--- config.mk ---
export PLATFORM = sky130hd
export DESIGN_NAME = prr_pin_route_unit
export DESIGN_NICKNAME = d
export VERILOG_FILES = /design/src/common/prr_pkg.sv /design/src/prr_reg_store.sv /design/src/prr_pin_route_unit.sv
export VERILOG_INCLUDE_DIRS = /design/src /design/src/common
export SDC_FILE = /design/constraint.sdc
export NUM_CORES = 1
export LEC_CHECK = 0
export BUFFER_PORTS_ARGS = -buffer_cell sky130_fd_sc_hd__clkbuf_2
export CAP_MARGIN = 20
export CORE_ASPECT_RATIO = 1.25
export CORE_MARGIN = 8
export CORE_UTILIZATION = 40
export DETAILED_ROUTE_END_ITERATION = 12
export PLACE_DENSITY = 0.73
export SLEW_MARGIN = 20
export SYNTH_ARGS = -nofsm -noshare
export SYNTH_HDL_FRONTEND = slang
export SYNTH_SLANG_ARGS = --single-unit
--- constraint.sdc ---
create_clock -name clock -period 2.8 [get_ports clock]
set_clock_uncertainty 0.2 [all_clocks]
set_input_delay 0.84 -clock clock [delete_from_list [all_inputs] [get_ports clock]]
set_output_delay 0.84 -clock clock [all_outputs]
set_load 0.02 [all_outputs]
--- src/common/prr_regs.svh ---
// Register indices, field positions, masks and signal positions of the pin router.
// Assumes nothing; holds definitions only.
`ifndef PRR_REGS_SVH
`define PRR_REGS_SVH

// Register indices; byte address is four times the index
`define PRR_IDX_LOGIC_EVENT 2'h0
`define PRR_IDX_COMM 2'h1
`define PRR_IDX_TIMER_A 2'h2
`define PRR_IDX_TIMER_B 2'h3
`define PRR_NREG 4
`define PRR_REG_W 8
`define PRR_RESET_VAL 8'h00

// Writable bits of each register
`define PRR_MASK_LOGIC_EVENT 8'h37
`define PRR_MASK_COMM 8'h15
`define PRR_MASK_TIMER_A 8'h3f
`define PRR_MASK_TIMER_B 8'h01

// Field positions
`define PRR_BIT_TABLE1 5
`define PRR_BIT_TABLE0 4
`define PRR_BIT_EVENT2 2
`define PRR_BIT_EVENT1 1
`define PRR_BIT_EVENT0 0
`define PRR_BIT_TWI 4
`define PRR_BIT_SPI 2
`define PRR_BIT_UART 0
`define PRR_BIT_TCB 0
`define PRR_TCA_SPLIT_FIRST 3

// Positions in the routed signal vector
`define PRR_POS_TWI 0
`define PRR_POS_SPI 2
`define PRR_POS_UART 6
`define PRR_POS_LUT 8
`define PRR_POS_TCA 10
`define PRR_POS_TCB 16
`define PRR_NSIG 17
`define PRR_NCOMM 8
`define PRR_NEVENT 3

`endif

--- src/common/prr_pkg.sv ---
// Types shared by the pin router files.
// Assumes prr_regs.svh on the include path.
`include "prr_regs.svh"
package prr_pkg;
  typedef logic [`PRR_REG_W-1:0] prr_byte_t;
  typedef logic [`PRR_NSIG-1:0] prr_sig_t;
  typedef enum logic [1:0] {
    PRR_REG_LOGIC_EVENT,
    PRR_REG_COMM,
    PRR_REG_TIMER_A,
    PRR_REG_TIMER_B
  } prr_reg_e;
endpackage

--- src/prr_reg_store.sv ---
// Small register store of the pin router with a registered read port.
// Assumes writes arrive already masked and one access at a time.
`timescale 1ns/1ps
`include "prr_regs.svh"
module prr_reg_store #(
  parameter int NREG = `PRR_NREG,
  parameter int WIDTH = `PRR_REG_W,
  parameter int IDX_W = 2
) (
  input wire logic clock,                     // System clock
  input wire logic srst,                      // Synchronous reset
  input wire logic wr_en,                     // Write strobe
  input wire logic [IDX_W-1:0] wr_idx,        // Write index
  input wire logic [WIDTH-1:0] wr_data,       // Masked write data
  input wire logic rd_en,                     // Read strobe
  input wire logic rd_hit,                    // Read index is mapped
  input wire logic [IDX_W-1:0] rd_idx,        // Read index
  output logic [WIDTH-1:0] rd_data,           // Registered read data
  output logic [NREG*WIDTH-1:0] regs_flat     // All registers
);
  logic [WIDTH-1:0] mem_reg [NREG];
  logic [WIDTH-1:0] mem_next [NREG];
  logic [WIDTH-1:0] rd_data_reg;
  logic [WIDTH-1:0] rd_data_next;

  if (NREG < 1 || NREG > 2**IDX_W || WIDTH < 1) begin : g_bad
    $error("prr_reg_store: bad NREG, WIDTH or IDX_W");
  end

  always_comb begin
    for (int k = 0; k < NREG; k++) begin
      mem_next[k] = mem_reg[k];
      if (wr_en && wr_idx == IDX_W'(k)) begin
        mem_next[k] = wr_data;
      end
    end
    rd_data_next = rd_data_reg;
    if (rd_en) begin
      rd_data_next = rd_hit ? mem_reg[rd_idx] : '0;
    end
  end

  always_ff @(posedge clock) begin
    if (srst) begin
      for (int k = 0; k < NREG; k++) begin
        mem_reg[k] <= WIDTH'(`PRR_RESET_VAL);
      end
      rd_data_reg <= '0;
    end else begin
      mem_reg <= mem_next;
      rd_data_reg <= rd_data_next;
    end
  end

  for (genvar k = 0; k < NREG; k++) begin : g_flat
    assign regs_flat[k*WIDTH +: WIDTH] = mem_reg[k];
  end
  assign rd_data = rd_data_reg;
endmodule

--- src/prr_pin_route_unit.sv ---
// Pin router: chooses default or alternative pins for peripheral signals
// and gates event outputs onto their pins, programmed over APB.
// Assumes pad inputs are asynchronous; peripheral signals share clock.
//
// Overview of operation
// - Each function is either gated onto a pin or moved default/alternative.
// - Lookup table 1 output goes to its alternative pin when bit 5 set.
// - Lookup table 0 output goes to its alternative pin when bit 4 set.
// - Bit 2 of first register enables event output 2 onto its pin.
// - Bit 1 of first register enables event output 1 onto its pin.
// - Bit 0 of first register enables event output 0 onto its pin.
// - Two-wire signals use alternative pins when second register bit 4 set.
// - Serial peripheral signals use alternative pins when bit 2 set.
// - Serial port signals use alternative pins when bit 0 set.
// - Timer A wave 5 moves only in split mode with bit 5.
// - Timer A wave 4 moves only in split mode with bit 4.
// - Timer A wave 3 moves only in split mode with bit 3.
// - Bit 2 moves timer A wave 2, low-byte channel 2 in split.
// - Bit 1 moves timer A wave 1, low-byte channel 1 in split.
// - Bit 0 moves timer A wave 0, low-byte channel 0 in split.
// - Timer B output goes to its alternative pin when fourth register bit 0 set.
//
// Implementation choice: the APB interface to the registers.
`timescale 1ns/1ps
`include "prr_regs.svh"
module prr_pin_route_unit #(
  parameter int ADDR_W = 12
) (
  input wire logic clock,                     // System clock, 50 MHz
  input wire logic srst,                      // Synchronous reset, high
  input wire logic psel,                      // APB select
  input wire logic penable,                   // APB enable
  input wire logic pwrite,                    // APB direction
  input wire logic [ADDR_W-1:0] paddr,        // APB byte address
  input wire logic [31:0] pwdata,             // APB write data
  input wire logic [3:0] pstrb,               // APB byte strobes
  output logic [31:0] prdata,                 // APB read data
  output logic pready,                        // APB ready
  output logic pslverr,                       // APB error
  input wire logic [1:0] lut_out,             // Lookup table outputs
  input wire logic [2:0] event_ch,            // Event channel outputs
  input wire logic [1:0] twi_out,             // Two-wire drive values
  input wire logic [1:0] twi_oe,              // Two-wire drive enables
  output logic [1:0] twi_in,                  // Two-wire pin levels
  input wire logic [3:0] spi_out,             // Serial peripheral drive values
  input wire logic [3:0] spi_oe,              // Serial peripheral enables
  output logic [3:0] spi_in,                  // Serial peripheral pin levels
  input wire logic [1:0] uart_out,            // Serial port drive values
  input wire logic [1:0] uart_oe,             // Serial port enables
  output logic [1:0] uart_in,                 // Serial port pin levels
  input wire logic [5:0] tca_wave,            // Timer A waveform outputs
  input wire logic tca_split,                 // Timer A in split mode
  input wire logic tcb_out,                   // Timer B output
  output logic [`PRR_NSIG-1:0] def_pin_out,   // Default pin values
  output logic [`PRR_NSIG-1:0] def_pin_oe,    // Default pin enables
  input wire logic [`PRR_NCOMM-1:0] def_pin_in, // Default pin levels
  output logic [`PRR_NSIG-1:0] alt_pin_out,   // Alternative pin values
  output logic [`PRR_NSIG-1:0] alt_pin_oe,    // Alternative pin enables
  input wire logic [`PRR_NCOMM-1:0] alt_pin_in, // Alternative pin levels
  output logic [`PRR_NEVENT-1:0] event_pin_out, // Event pin values
  output logic [`PRR_NEVENT-1:0] event_pin_oe   // Event pin enables
);
  if (ADDR_W < 5) begin : g_bad
    $error("prr_pin_route_unit: ADDR_W must be at least 5");
  end

  logic [31:0] regs_flat;
  prr_pkg::prr_byte_t logic_event_route;
  prr_pkg::prr_byte_t comm_pin_route;
  prr_pkg::prr_byte_t timer_a_wave_route;
  prr_pkg::prr_byte_t timer_b_out_route;
  prr_pkg::prr_byte_t rd_data;

  logic mapped;
  logic [1:0] idx;
  logic wr_en;
  logic rd_en;
  prr_pkg::prr_byte_t wr_data;
  logic pready_reg;
  logic pready_next;
  logic pslverr_reg;
  logic pslverr_next;

  prr_pkg::prr_sig_t sel;
  prr_pkg::prr_sig_t src_out;
  prr_pkg::prr_sig_t src_oe;
  logic logic_table0_alt;
  logic logic_table1_alt;
  logic two_wire_alt;
  logic serial_periph_alt;
  logic serial_port_alt;
  logic timer_a_wave0_alt;
  logic timer_a_wave1_alt;
  logic timer_a_wave2_alt;
  logic timer_a_wave3_alt;
  logic timer_a_wave4_alt;
  logic timer_a_wave5_alt;
  logic timer_b_out_alt;
  logic event_pin0_enable;
  logic event_pin1_enable;
  logic event_pin2_enable;

  prr_pkg::prr_sig_t def_out_reg, def_out_next;
  prr_pkg::prr_sig_t def_oe_reg, def_oe_next;
  prr_pkg::prr_sig_t alt_out_reg, alt_out_next;
  prr_pkg::prr_sig_t alt_oe_reg, alt_oe_next;
  logic [`PRR_NCOMM-1:0] def_sync1_reg, def_sync2_reg;
  logic [`PRR_NCOMM-1:0] alt_sync1_reg, alt_sync2_reg;
  logic [`PRR_NCOMM-1:0] comm_in_reg, comm_in_next;
  logic [`PRR_NEVENT-1:0] ev_out_reg, ev_out_next;
  logic [`PRR_NEVENT-1:0] ev_oe_reg, ev_oe_next;
  logic [`PRR_NEVENT-1:0] ev_en;

  // Writable bits of a register
  function automatic prr_pkg::prr_byte_t reg_mask(input logic [1:0] i);
    case (prr_pkg::prr_reg_e'(i))
      prr_pkg::PRR_REG_LOGIC_EVENT: reg_mask = `PRR_MASK_LOGIC_EVENT;
      prr_pkg::PRR_REG_COMM: reg_mask = `PRR_MASK_COMM;
      prr_pkg::PRR_REG_TIMER_A: reg_mask = `PRR_MASK_TIMER_A;
      default: reg_mask = `PRR_MASK_TIMER_B;
    endcase
  endfunction

  // APB slave: ready one cycle after setup, write at the ready edge
  always_comb begin
    idx = paddr[3:2];
    mapped = (paddr[1:0] == 2'h0) && (paddr[ADDR_W-1:4] == '0);
    wr_en = psel && penable && pready_reg && pwrite && mapped && pstrb[0];
    wr_data = pwdata[7:0] & reg_mask(idx);
    rd_en = psel && !penable && !pwrite;
    pready_next = psel && !penable;
    pslverr_next = pslverr_reg;
    if (psel && !penable) begin
      pslverr_next = !mapped;
    end
  end

  always_ff @(posedge clock) begin
    if (srst) begin
      pready_reg <= 1'b0;
      pslverr_reg <= 1'b0;
    end else begin
      pready_reg <= pready_next;
      pslverr_reg <= pslverr_next;
    end
  end

  prr_reg_store #(
    .NREG(`PRR_NREG),
    .WIDTH(`PRR_REG_W),
    .IDX_W(2)
  ) u_store (
    .clock(clock),
    .srst(srst),
    .wr_en(wr_en),
    .wr_idx(idx),
    .wr_data(wr_data),
    .rd_en(rd_en),
    .rd_hit(mapped),
    .rd_idx(idx),
    .rd_data(rd_data),
    .regs_flat(regs_flat)
  );

  assign logic_event_route = regs_flat[7:0];
  assign comm_pin_route = regs_flat[15:8];
  assign timer_a_wave_route = regs_flat[23:16];
  assign timer_b_out_route = regs_flat[31:24];

  // Route selects; upper timer A waves move only in split mode
  always_comb begin
    logic_table0_alt = logic_event_route[`PRR_BIT_TABLE0];
    logic_table1_alt = logic_event_route[`PRR_BIT_TABLE1];
    event_pin0_enable = logic_event_route[`PRR_BIT_EVENT0];
    event_pin1_enable = logic_event_route[`PRR_BIT_EVENT1];
    event_pin2_enable = logic_event_route[`PRR_BIT_EVENT2];
    two_wire_alt = comm_pin_route[`PRR_BIT_TWI];
    serial_periph_alt = comm_pin_route[`PRR_BIT_SPI];
    serial_port_alt = comm_pin_route[`PRR_BIT_UART];
    timer_a_wave0_alt = timer_a_wave_route[0];
    timer_a_wave1_alt = timer_a_wave_route[1];
    timer_a_wave2_alt = timer_a_wave_route[2];
    timer_a_wave3_alt = timer_a_wave_route[3] && tca_split;
    timer_a_wave4_alt = timer_a_wave_route[4] && tca_split;
    timer_a_wave5_alt = timer_a_wave_route[5] && tca_split;
    timer_b_out_alt = timer_b_out_route[`PRR_BIT_TCB];
    sel = {timer_b_out_alt,
           timer_a_wave5_alt, timer_a_wave4_alt, timer_a_wave3_alt,
           timer_a_wave2_alt, timer_a_wave1_alt, timer_a_wave0_alt,
           logic_table1_alt, logic_table0_alt,
           {2{serial_port_alt}}, {4{serial_periph_alt}}, {2{two_wire_alt}}};
    src_out = {tcb_out, tca_wave, lut_out, uart_out, spi_out, twi_out};
    src_oe = {1'b1, 6'h3f, 2'h3, uart_oe, spi_oe, twi_oe};
    ev_en = {event_pin2_enable, event_pin1_enable, event_pin0_enable};
  end

  // Each signal drives at most one of its two pins
  for (genvar i = 0; i < `PRR_NSIG; i++) begin : g_pin
    assign def_out_next[i] = !sel[i] && src_out[i];
    assign def_oe_next[i] = !sel[i] && src_oe[i];
    assign alt_out_next[i] = sel[i] && src_out[i];
    assign alt_oe_next[i] = sel[i] && src_oe[i];
  end

  // Inputs come back from whichever pin the signal is routed to
  for (genvar i = 0; i < `PRR_NCOMM; i++) begin : g_in
    assign comm_in_next[i] = sel[i] ? alt_sync2_reg[i] : def_sync2_reg[i];
  end

  for (genvar i = 0; i < `PRR_NEVENT; i++) begin : g_ev
    assign ev_out_next[i] = ev_en[i] && event_ch[i];
    assign ev_oe_next[i] = ev_en[i];
  end

  always_ff @(posedge clock) begin
    if (srst) begin
      def_out_reg <= '0;
      def_oe_reg <= '0;
      alt_out_reg <= '0;
      alt_oe_reg <= '0;
      def_sync1_reg <= '0;
      def_sync2_reg <= '0;
      alt_sync1_reg <= '0;
      alt_sync2_reg <= '0;
      comm_in_reg <= '0;
      ev_out_reg <= '0;
      ev_oe_reg <= '0;
    end else begin
      def_out_reg <= def_out_next;
      def_oe_reg <= def_oe_next;
      alt_out_reg <= alt_out_next;
      alt_oe_reg <= alt_oe_next;
      def_sync1_reg <= def_pin_in;
      def_sync2_reg <= def_sync1_reg;
      alt_sync1_reg <= alt_pin_in;
      alt_sync2_reg <= alt_sync1_reg;
      comm_in_reg <= comm_in_next;
      ev_out_reg <= ev_out_next;
      ev_oe_reg <= ev_oe_next;
    end
  end

  assign prdata = {24'h000000, rd_data};
  assign pready = pready_reg;
  assign pslverr = pslverr_reg;
  assign def_pin_out = def_out_reg;
  assign def_pin_oe = def_oe_reg;
  assign alt_pin_out = alt_out_reg;
  assign alt_pin_oe = alt_oe_reg;
  assign twi_in = comm_in_reg[`PRR_POS_TWI +: 2];
  assign spi_in = comm_in_reg[`PRR_POS_SPI +: 4];
  assign uart_in = comm_in_reg[`PRR_POS_UART +: 2];
  assign event_pin_out = ev_out_reg;
  assign event_pin_oe = ev_oe_reg;
endmodule

==> results of run 1 <==
==> kinds of logic after synthesis <==
kind of cell,after synthesis,synth area share
AND/OR/NAND/NOR,157,0.209
multiplexers,23,0.0658
flip-flops,146,0.630
other,1,0.000808
buffers and inverters,48,0.0615
AO/OA/AOI/OAI,23,0.0329
==> Yosys cell counts (all sizes together), types with 2 or more instances <==
cell type and count:
and3 3, buf 29, nor2b 42, a21oi 3
mux2i 17, mux4 6, a22oi 6, and2 58
nor2 24, o31ai 6, nor4 2, or4 3
dfxtp 146, o21ai 6, inv 7, nor3b 5
clkbuf 12, nand2b 13
==> worst max-delay path: cells and delay by family <==
| family | cells | cell delay (ps) |
|---|---|---|
| AOI/OAI and AO/OA | 2 | 350 |
| and+or+nand+nor | 2 | 1130 |
| buffers and inverters | 3 | 380 |
==> layer usage <==
layer	wire [µm]	vias up
met4	318	2
met2	5340	119
met5	11	-
met1	3810	1466
li1	-	1598
met3	676	24
==> through the flow <==
step	cells	util	power, µW	area (µm²)	TNS (ps)
global placement	693	0.486	2430	5570	-2780
CTS	725	0.539	4760	6180	0
global route	725	0.539	4890	6180	0
finish	725	0.539	4700	6180	0
floorplan	423	-	2360	4740	-457
detailed placement	693	0.486	2430	5570	-3450
==> layout make-up <==
class                           instances  area share
Multi-Input combinational cell        229       0.247
Timing Repair Buffer                  173       0.148
Inverter                                7     0.00425
Clock inverter                         10      0.0255
Clock buffer                           22      0.0735
Sequential cell                       146       0.473
Tap cell                              138      0.0280
==> power by group through the flow <==
stage                     logic [µW]  registers (µW)  clock network, µW
final                            244            2140               2320
after detailed placement         245            2190                  0
after global placement           241            2190                  0
after floorplan                  132            2230                  0
after global routing             267            2150               2480
after CTS                        246            2140               2370
==> worst min path at each step <==
stage,startpoint,endpoint,cells after the start
final,def_sync1_reg[4]$_SDFF_PP0_,def_sync2_reg[4]$_SDFF_PP0_,1
after global routing,def_sync1_reg[0]$_SDFF_PP0_,def_sync2_reg[0]$_SDFF_PP0_,1
after CTS,def_sync1_reg[0]$_SDFF_PP0_,def_sync2_reg[0]$_SDFF_PP0_,1
after detailed placement,def_sync1_reg[0]$_SDFF_PP0_,def_sync2_reg[0]$_SDFF_PP0_,1
after global placement,alt_sync1_reg[2]$_SDFF_PP0_,alt_sync2_reg[2]$_SDFF_PP0_,1
after floorplan,u_store.regs_flat[24]$_SDFFE_PP0P_,def_pin_oe[16]$_SDFF_PP0_,1
==> summary.md, run 1 <==
| Metric | Value |
|---|---|
| Clock transition at path regs | `50 ps` |
| Final min period | `2630 ps` |
| GR peak layer | `met2` |
| Most frequent cells in the layout | `clkbuf_2, dfxtp_1, and2_1, nor2b_1, conb_1` |
| Pwr Density | `761 nW/µm²` |
| WS Path Type | `input pin to register` |
| Via density | `4.43` |
| Maximum vdd drop | `352 µV` |
| Int Power | `3740 µW` |
| Critical path endpoint | `u_store.regs_flat[1]$_SDFFE_PP0P_` |
| DR DRC count | `0` |
| Critical Path RT | `2880 ps` |
| Post_cts resized | `0` |
| DR vias | `3209` |
| Most common cell after layout, fill and taps aside | `clkbuf_2` |
| Setup violators final | `0` |
| Fmax | `381 MHz` |
| Post-Route WL | `10200 µm` |
| CTS tree | `yes` |
| I/O Buffers | `158` |
| Crit end category | `register` |
| Sequential area share after synthesis | `0.630` |
| Initial antenna violation count | `1` |
| Clk sinks | `146` |
| Crit path max fanout | `5` |
| Max reg flops | `24` |
| FP Rows | `44` |
| Share of flip-flops with an asynchronous set or reset | `0` |
| Final Hold Violating Endpoints | `0` |
| First-pass GRT wire length | `16100 µm` |
| Post-synth top area share | `0.630` |
| Worst r2r src | `pready$_SDFF_PP0_` |
| Grt met1 use | `0.131` |
| Relative slew slack | `0.634` |
| Io pins | `214` |
| Final setup margin | `173 ps` |
| Fill cells | `1009` |
| Root Buffer Master | `clkbuf_16` |
| Area of the multi-input gates | `1530 µm²` |
| GPL Wtd Cong | `0.797` |
| Worst-skew pair later-pin latency | `400 ps` |
| Area contributors post-synth | `dfxtp_1, and2_1, nor2b_1` |
| Die Width | `112 µm` |
| Nets@finish | `672` |
| Number of routed nets with antenna violations | `0` |
| Synth-to-layout area growth | `33.1%` |
| Layout cells sized above 1 | `0.366` |
| Met3 usage | `0.0511` |
| Power share of the combinational group | `0.052` |
| R2R setup slack | `390 ps` |
| Sw frac | `0.205` |
| Antenna Diode Count | `0` |
| Largest stage delay, worst path | `600 ps` |
| Syn Area/Cell | `11.7 µm²` |
| Synth cell types | `31` |
| EDFF count, synth | `0` |
| Htree depth | `4` |
| Total GRT Usage | `0.135` |
| Largest net degree at the start of global routing | `41` |
| Outcome | `completed` |
| Cell count after synthesis | `398` |
| Die Span Y | `136 µm` |
| Worst Tran Pin Value | `548 ps` |
| GR Overflow Total | `0` |
| Post-CTS Setup Bufs | `0` |
| Leakage power | `0.00287 µW` |
| CTS Buf Count | `17` |
| Worst Setup SP | `paddr[7]` |
| First-pass detailed-route iteration total | `4` |
| Crit path DAT | `2710 ps` |
| Area leader, netlist | `dfxtp_1` |
| RSZ-0062 raised after global routing | `false` |
| CORE AREA | `11500 µm²` |
| GR Layer Usage met2 | `0.237` |
| Hold slack | `232 ps` |
| Post-synthesis sequential element count | `146` |
| Slew Viols, Final | `0` |
| Slowest CP cell | `or4_4` |
| Sequential share of power | `0.456` |
| Hold crit path type | `register to register` |
| Top FF cell, synth | `dfxtp_1` |
| Final worst path period share | `0.938` |
| Max Cap Viol | `0` |
| Ys Warns | `0` |
| CTS max path bufs | `2` |
| Initial Util | `0.405` |
| Worst reg2reg path endpoint | `u_store.regs_flat[1]$_SDFFE_PP0P_` |
| Crit start category | `input pin` |
| Number of global-route vias before repair | `3389` |
| Clock Power Share | `0.492` |
| DR WL/cell | `14.0 µm` |
| Psw | `966 µW` |
| Netlist area before placement | `4640 µm²` |
| Reg area | `2920 µm²` |
| Critical-path cell list | `clkbuf_2, or4_4, or4_4, buf_12, buf_4, o31ai_1, o21ai_0` |
| Hpwl dp | `7890 µm` |
| Cts hold-fix bufs | `0` |
| Number of DRC markers in iteration 0 | `84` |
| Die ar. | `15300 µm²` |
| R2r worst-path depth | `6` |
| Pre-CTS setup slack | `-223 ps` |
| Most used cell, CP | `or4_4` |
No activity file was read; power rests on OpenSTA's default activity.
==> inputs of run 2 (changes only) <==
--- a/config.mk
+++ b/config.mk
@@ -11,6 +11,7 @@
 export CORE_ASPECT_RATIO = 1.25
 export CORE_MARGIN = 8
 export CORE_UTILIZATION = 40
+export CTS_BUF_LIST = sky130_fd_sc_hd__clkbuf_8
 export DETAILED_ROUTE_END_ITERATION = 12
 export PLACE_DENSITY = 0.73
 export SLEW_MARGIN = 20
==> run 2 against run 1 <==
Net effect:
- worst hold slack improved by 4.2 ps
- setup slack improved by 34 ps
- non-clock buffer count stayed put
- sequential share of layout area increased by 1.5 points
- clock-buffer cell count is 4 lower
- design area down 3.1%
- core utilization fell by 1.7 points
- critical path depth stayed put
- via count decreased by 1.2%
- global-route usage fell by 0.37 points
- first-iteration DRC count is 37% higher
- largest cell class unchanged
==> summary.md, run 2 (synthesis gave the netlist of run 1 again) <==
| Metric | Value |
|---|---|
| Number of DRC markers in iteration 0 | `115 (+37%)` |
| Leakage power | `0.00280 µW (-2.5%)` |
| Crit path DAT | `2700 ps (about the same)` |
| R2R setup slack | `400 ps (about the same)` |
| Slew Viols, Final | `0 (unchanged)` |
| Max reg flops | `24 (unchanged)` |
| Crit start category | `input pin` |
| Worst r2r src | `pready$_SDFF_PP0_` |
| CTS tree | `yes` |
| Die Span Y | `136 µm (unchanged)` |
| Largest net degree at the start of global routing | `41 (unchanged)` |
| R2r worst-path depth | `6 (unchanged)` |
| Die Width | `112 µm (unchanged)` |
| Worst reg2reg path endpoint | `u_store.regs_flat[1]$_SDFFE_PP0P_` |
| Io pins | `214 (unchanged)` |
| Hpwl dp | `7890 µm (unchanged)` |
| Largest stage delay, worst path | `590 ps (about the same)` |
| Most used cell, CP | `or4_4` |
| Met3 usage | `0.0564 (+0.00533)` |
| RSZ-0062 raised after global routing | `false` |
| Nets@finish | `672 (unchanged)` |
| Max Cap Viol | `0 (unchanged)` |
| Maximum vdd drop | `324 µV (-8.0%)` |
| Layout cells sized above 1 | `0.366 (unchanged)` |
| Clock transition at path regs | `70 ps (+20 ps)` |
| Initial antenna violation count | `1 (unchanged)` |
| Cts hold-fix bufs | `0 (unchanged)` |
| Hold path depth | `1 (unchanged)` |
| GR Overflow Total | `0 (unchanged)` |
| Htree depth | `4 (unchanged)` |
| Post_cts resized | `0 (unchanged)` |
| Pre-CTS setup slack | `-223 ps (unchanged)` |
| First-pass GRT wire length | `15800 µm (-2.0%)` |
| Most common cell after layout, fill and taps aside | `clkbuf_2` |
| Fill cells | `1029 (+2.0%)` |
| I/O Buffers | `158 (unchanged)` |
| Hold endpoint | `def_sync2_reg[4]$_SDFF_PP0_` |
| Critical-path cell list | `clkbuf_2, or4_4, or4_4, buf_12, buf_4, o31ai_1, o21ai_0` |
| Initial Util | `0.405 (unchanged)` |
| Slowest CP cell | `or4_4` |
| WS Path Type | `input pin to register` |
| Worst-skew pair later-pin latency | `430 ps (+30 ps)` |
| Final setup margin | `207 ps (+33.7 ps)` |
| Hold crit path type | `register to register` |
| CORE AREA | `11500 µm² (unchanged)` |
| DR DRC count | `0 (unchanged)` |
| Crit path max fanout | `5 (unchanged)` |
| Synth-to-layout area growth | `28.9%` |
| Critical Path RT | `2900 ps (+20 ps)` |
| DR vias | `3169 (-1.2%)` |
| Pwr Density | `684 nW/µm² (-10%)` |
| Number of global-route vias before repair | `3331 (-1.7%)` |
| Total power | `4100 µW (-13%)` |
| DR WL/cell | `13.8 µm (-1.6%)` |
| GR peak layer | `met2` |
| Relative slew slack | `0.621 (-0.0129)` |
| FP Rows | `44 (unchanged)` |
| Post-Route WL | `10000 µm (-1.6%)` |
| Post-CTS Setup Bufs | `0 (unchanged)` |
| Fmax | `386 MHz (+1.3%)` |
| Final worst path period share | `0.926 (-0.0120)` |
| GPL Wtd Cong | `0.797 (unchanged)` |
| Clk sinks | `146 (unchanged)` |
| Final Hold Violating Endpoints | `0 (unchanged)` |
| Grt met1 use | `0.127 (-0.00403)` |
| Worst Tran Pin Value | `567 ps (+19.4 ps)` |
| CTS Buf Count | `17 (unchanged)` |
| Final min period | `2590 ps (-33.7 ps)` |
| Outcome | `completed` |
| Antenna Diode Count | `0 (unchanged)` |
| Via density | `4.37 (-1.2%)` |
| Setup violators final | `0 (unchanged)` |
| GR Layer Usage met2 | `0.237 (-0.000670)` |
| CTS max path bufs | `2 (unchanged)` |
| Crit end category | `register` |
| Total GRT Usage | `0.132 (-0.00368)` |
| Root Buffer Master | `clkbuf_8` |
| First-pass detailed-route iteration total | `4 (unchanged)` |
| Most frequent cells in the layout | `clkbuf_2, dfxtp_1, and2_1, nor2b_1, conb_1` |
| Hold Crit Start | `def_sync1_reg[4]$_SDFF_PP0_` |
| Die ar. | `15300 µm² (unchanged)` |
| Number of routed nets with antenna violations | `0 (unchanged)` |
-- run 2: cell count changes in the layout (fill, tap and decap cells not counted) --
cell       before  now
clkbuf_1        4    0
clkbuf_16      17    0
inv_1           7   11
clkbuf_8        1   18
-- run 2: per-stage QoR --
| stage | cells | TNS (ps) | utilization | hold slack, ps | cell area [µm²] |
|---|---|---|---|---|---|
| after floorplan | 423 | -457 | - | 210 | 4740 |
| after global placement | 693 | -2780 | 0.486 | 216 | 5570 |
| after detailed placement | 693 | -3450 | 0.486 | 220 | 5570 |
| after CTS | 725 | 0 | 0.523 | 239 | 5990 |
| after global routing | 725 | 0 | 0.523 | 248 | 5990 |
| final | 725 | 0 | 0.523 | 236 | 5990 |
-- run 2: worst max-delay path by stage --
stage	slack, ps	startpoint	depth (start not counted)	endpoint
finish	210	paddr[7]	7	u_store.regs_flat[1]$_SDFFE_PP0P_
global route	170	paddr[7]	7	u_store.regs_flat[8]$_SDFFE_PP0P_
CTS	230	paddr[7]	7	u_store.regs_flat[8]$_SDFFE_PP0P_
detailed placement	-220	paddr[7]	7	u_store.regs_flat[8]$_SDFFE_PP0P_
global placement	-190	paddr[7]	5	u_store.regs_flat[3]$_SDFFE_PP0P_
floorplan	-70	paddr[7]	5	u_store.regs_flat[16]$_SDFFE_PP0P_
-- run 2: worst max-delay path, delay by kind of cell --
kind,cells,cell delay (ps)
simple gates,2,1120
compound gates,2,350
buf+inv,3,380
-- run 2: cell type report --
| type | count | area [µm²] | area share |
|---|---|---|---|
| well taps | 138 | 173 | 0.0288 |
| clock inverters | 14 | 173 | 0.0288 |
| inverters | 7 | 26.3 | 0.00439 |
| clock buffers | 18 | 248 | 0.0414 |
| flip-flops and latches | 146 | 2920 | 0.488 |
| multi-input cells | 229 | 1530 | 0.255 |
| repair buffers | 173 | 916 | 0.153 |
-- run 2: layer usage --
layer | vias up | wire length, µm
li1 | 1588 | -
met1 | 1450 | 3770
met2 | 111 | 5340
met3 | 18 | 662
met4 | 2 | 215
met5 | - | 13
-- run 2: where the power goes --
part	switching [µW]	internal, µW
Sequential	12.0	2130
Combinational	149	94.6
Clock	734	978
Total	896	3200
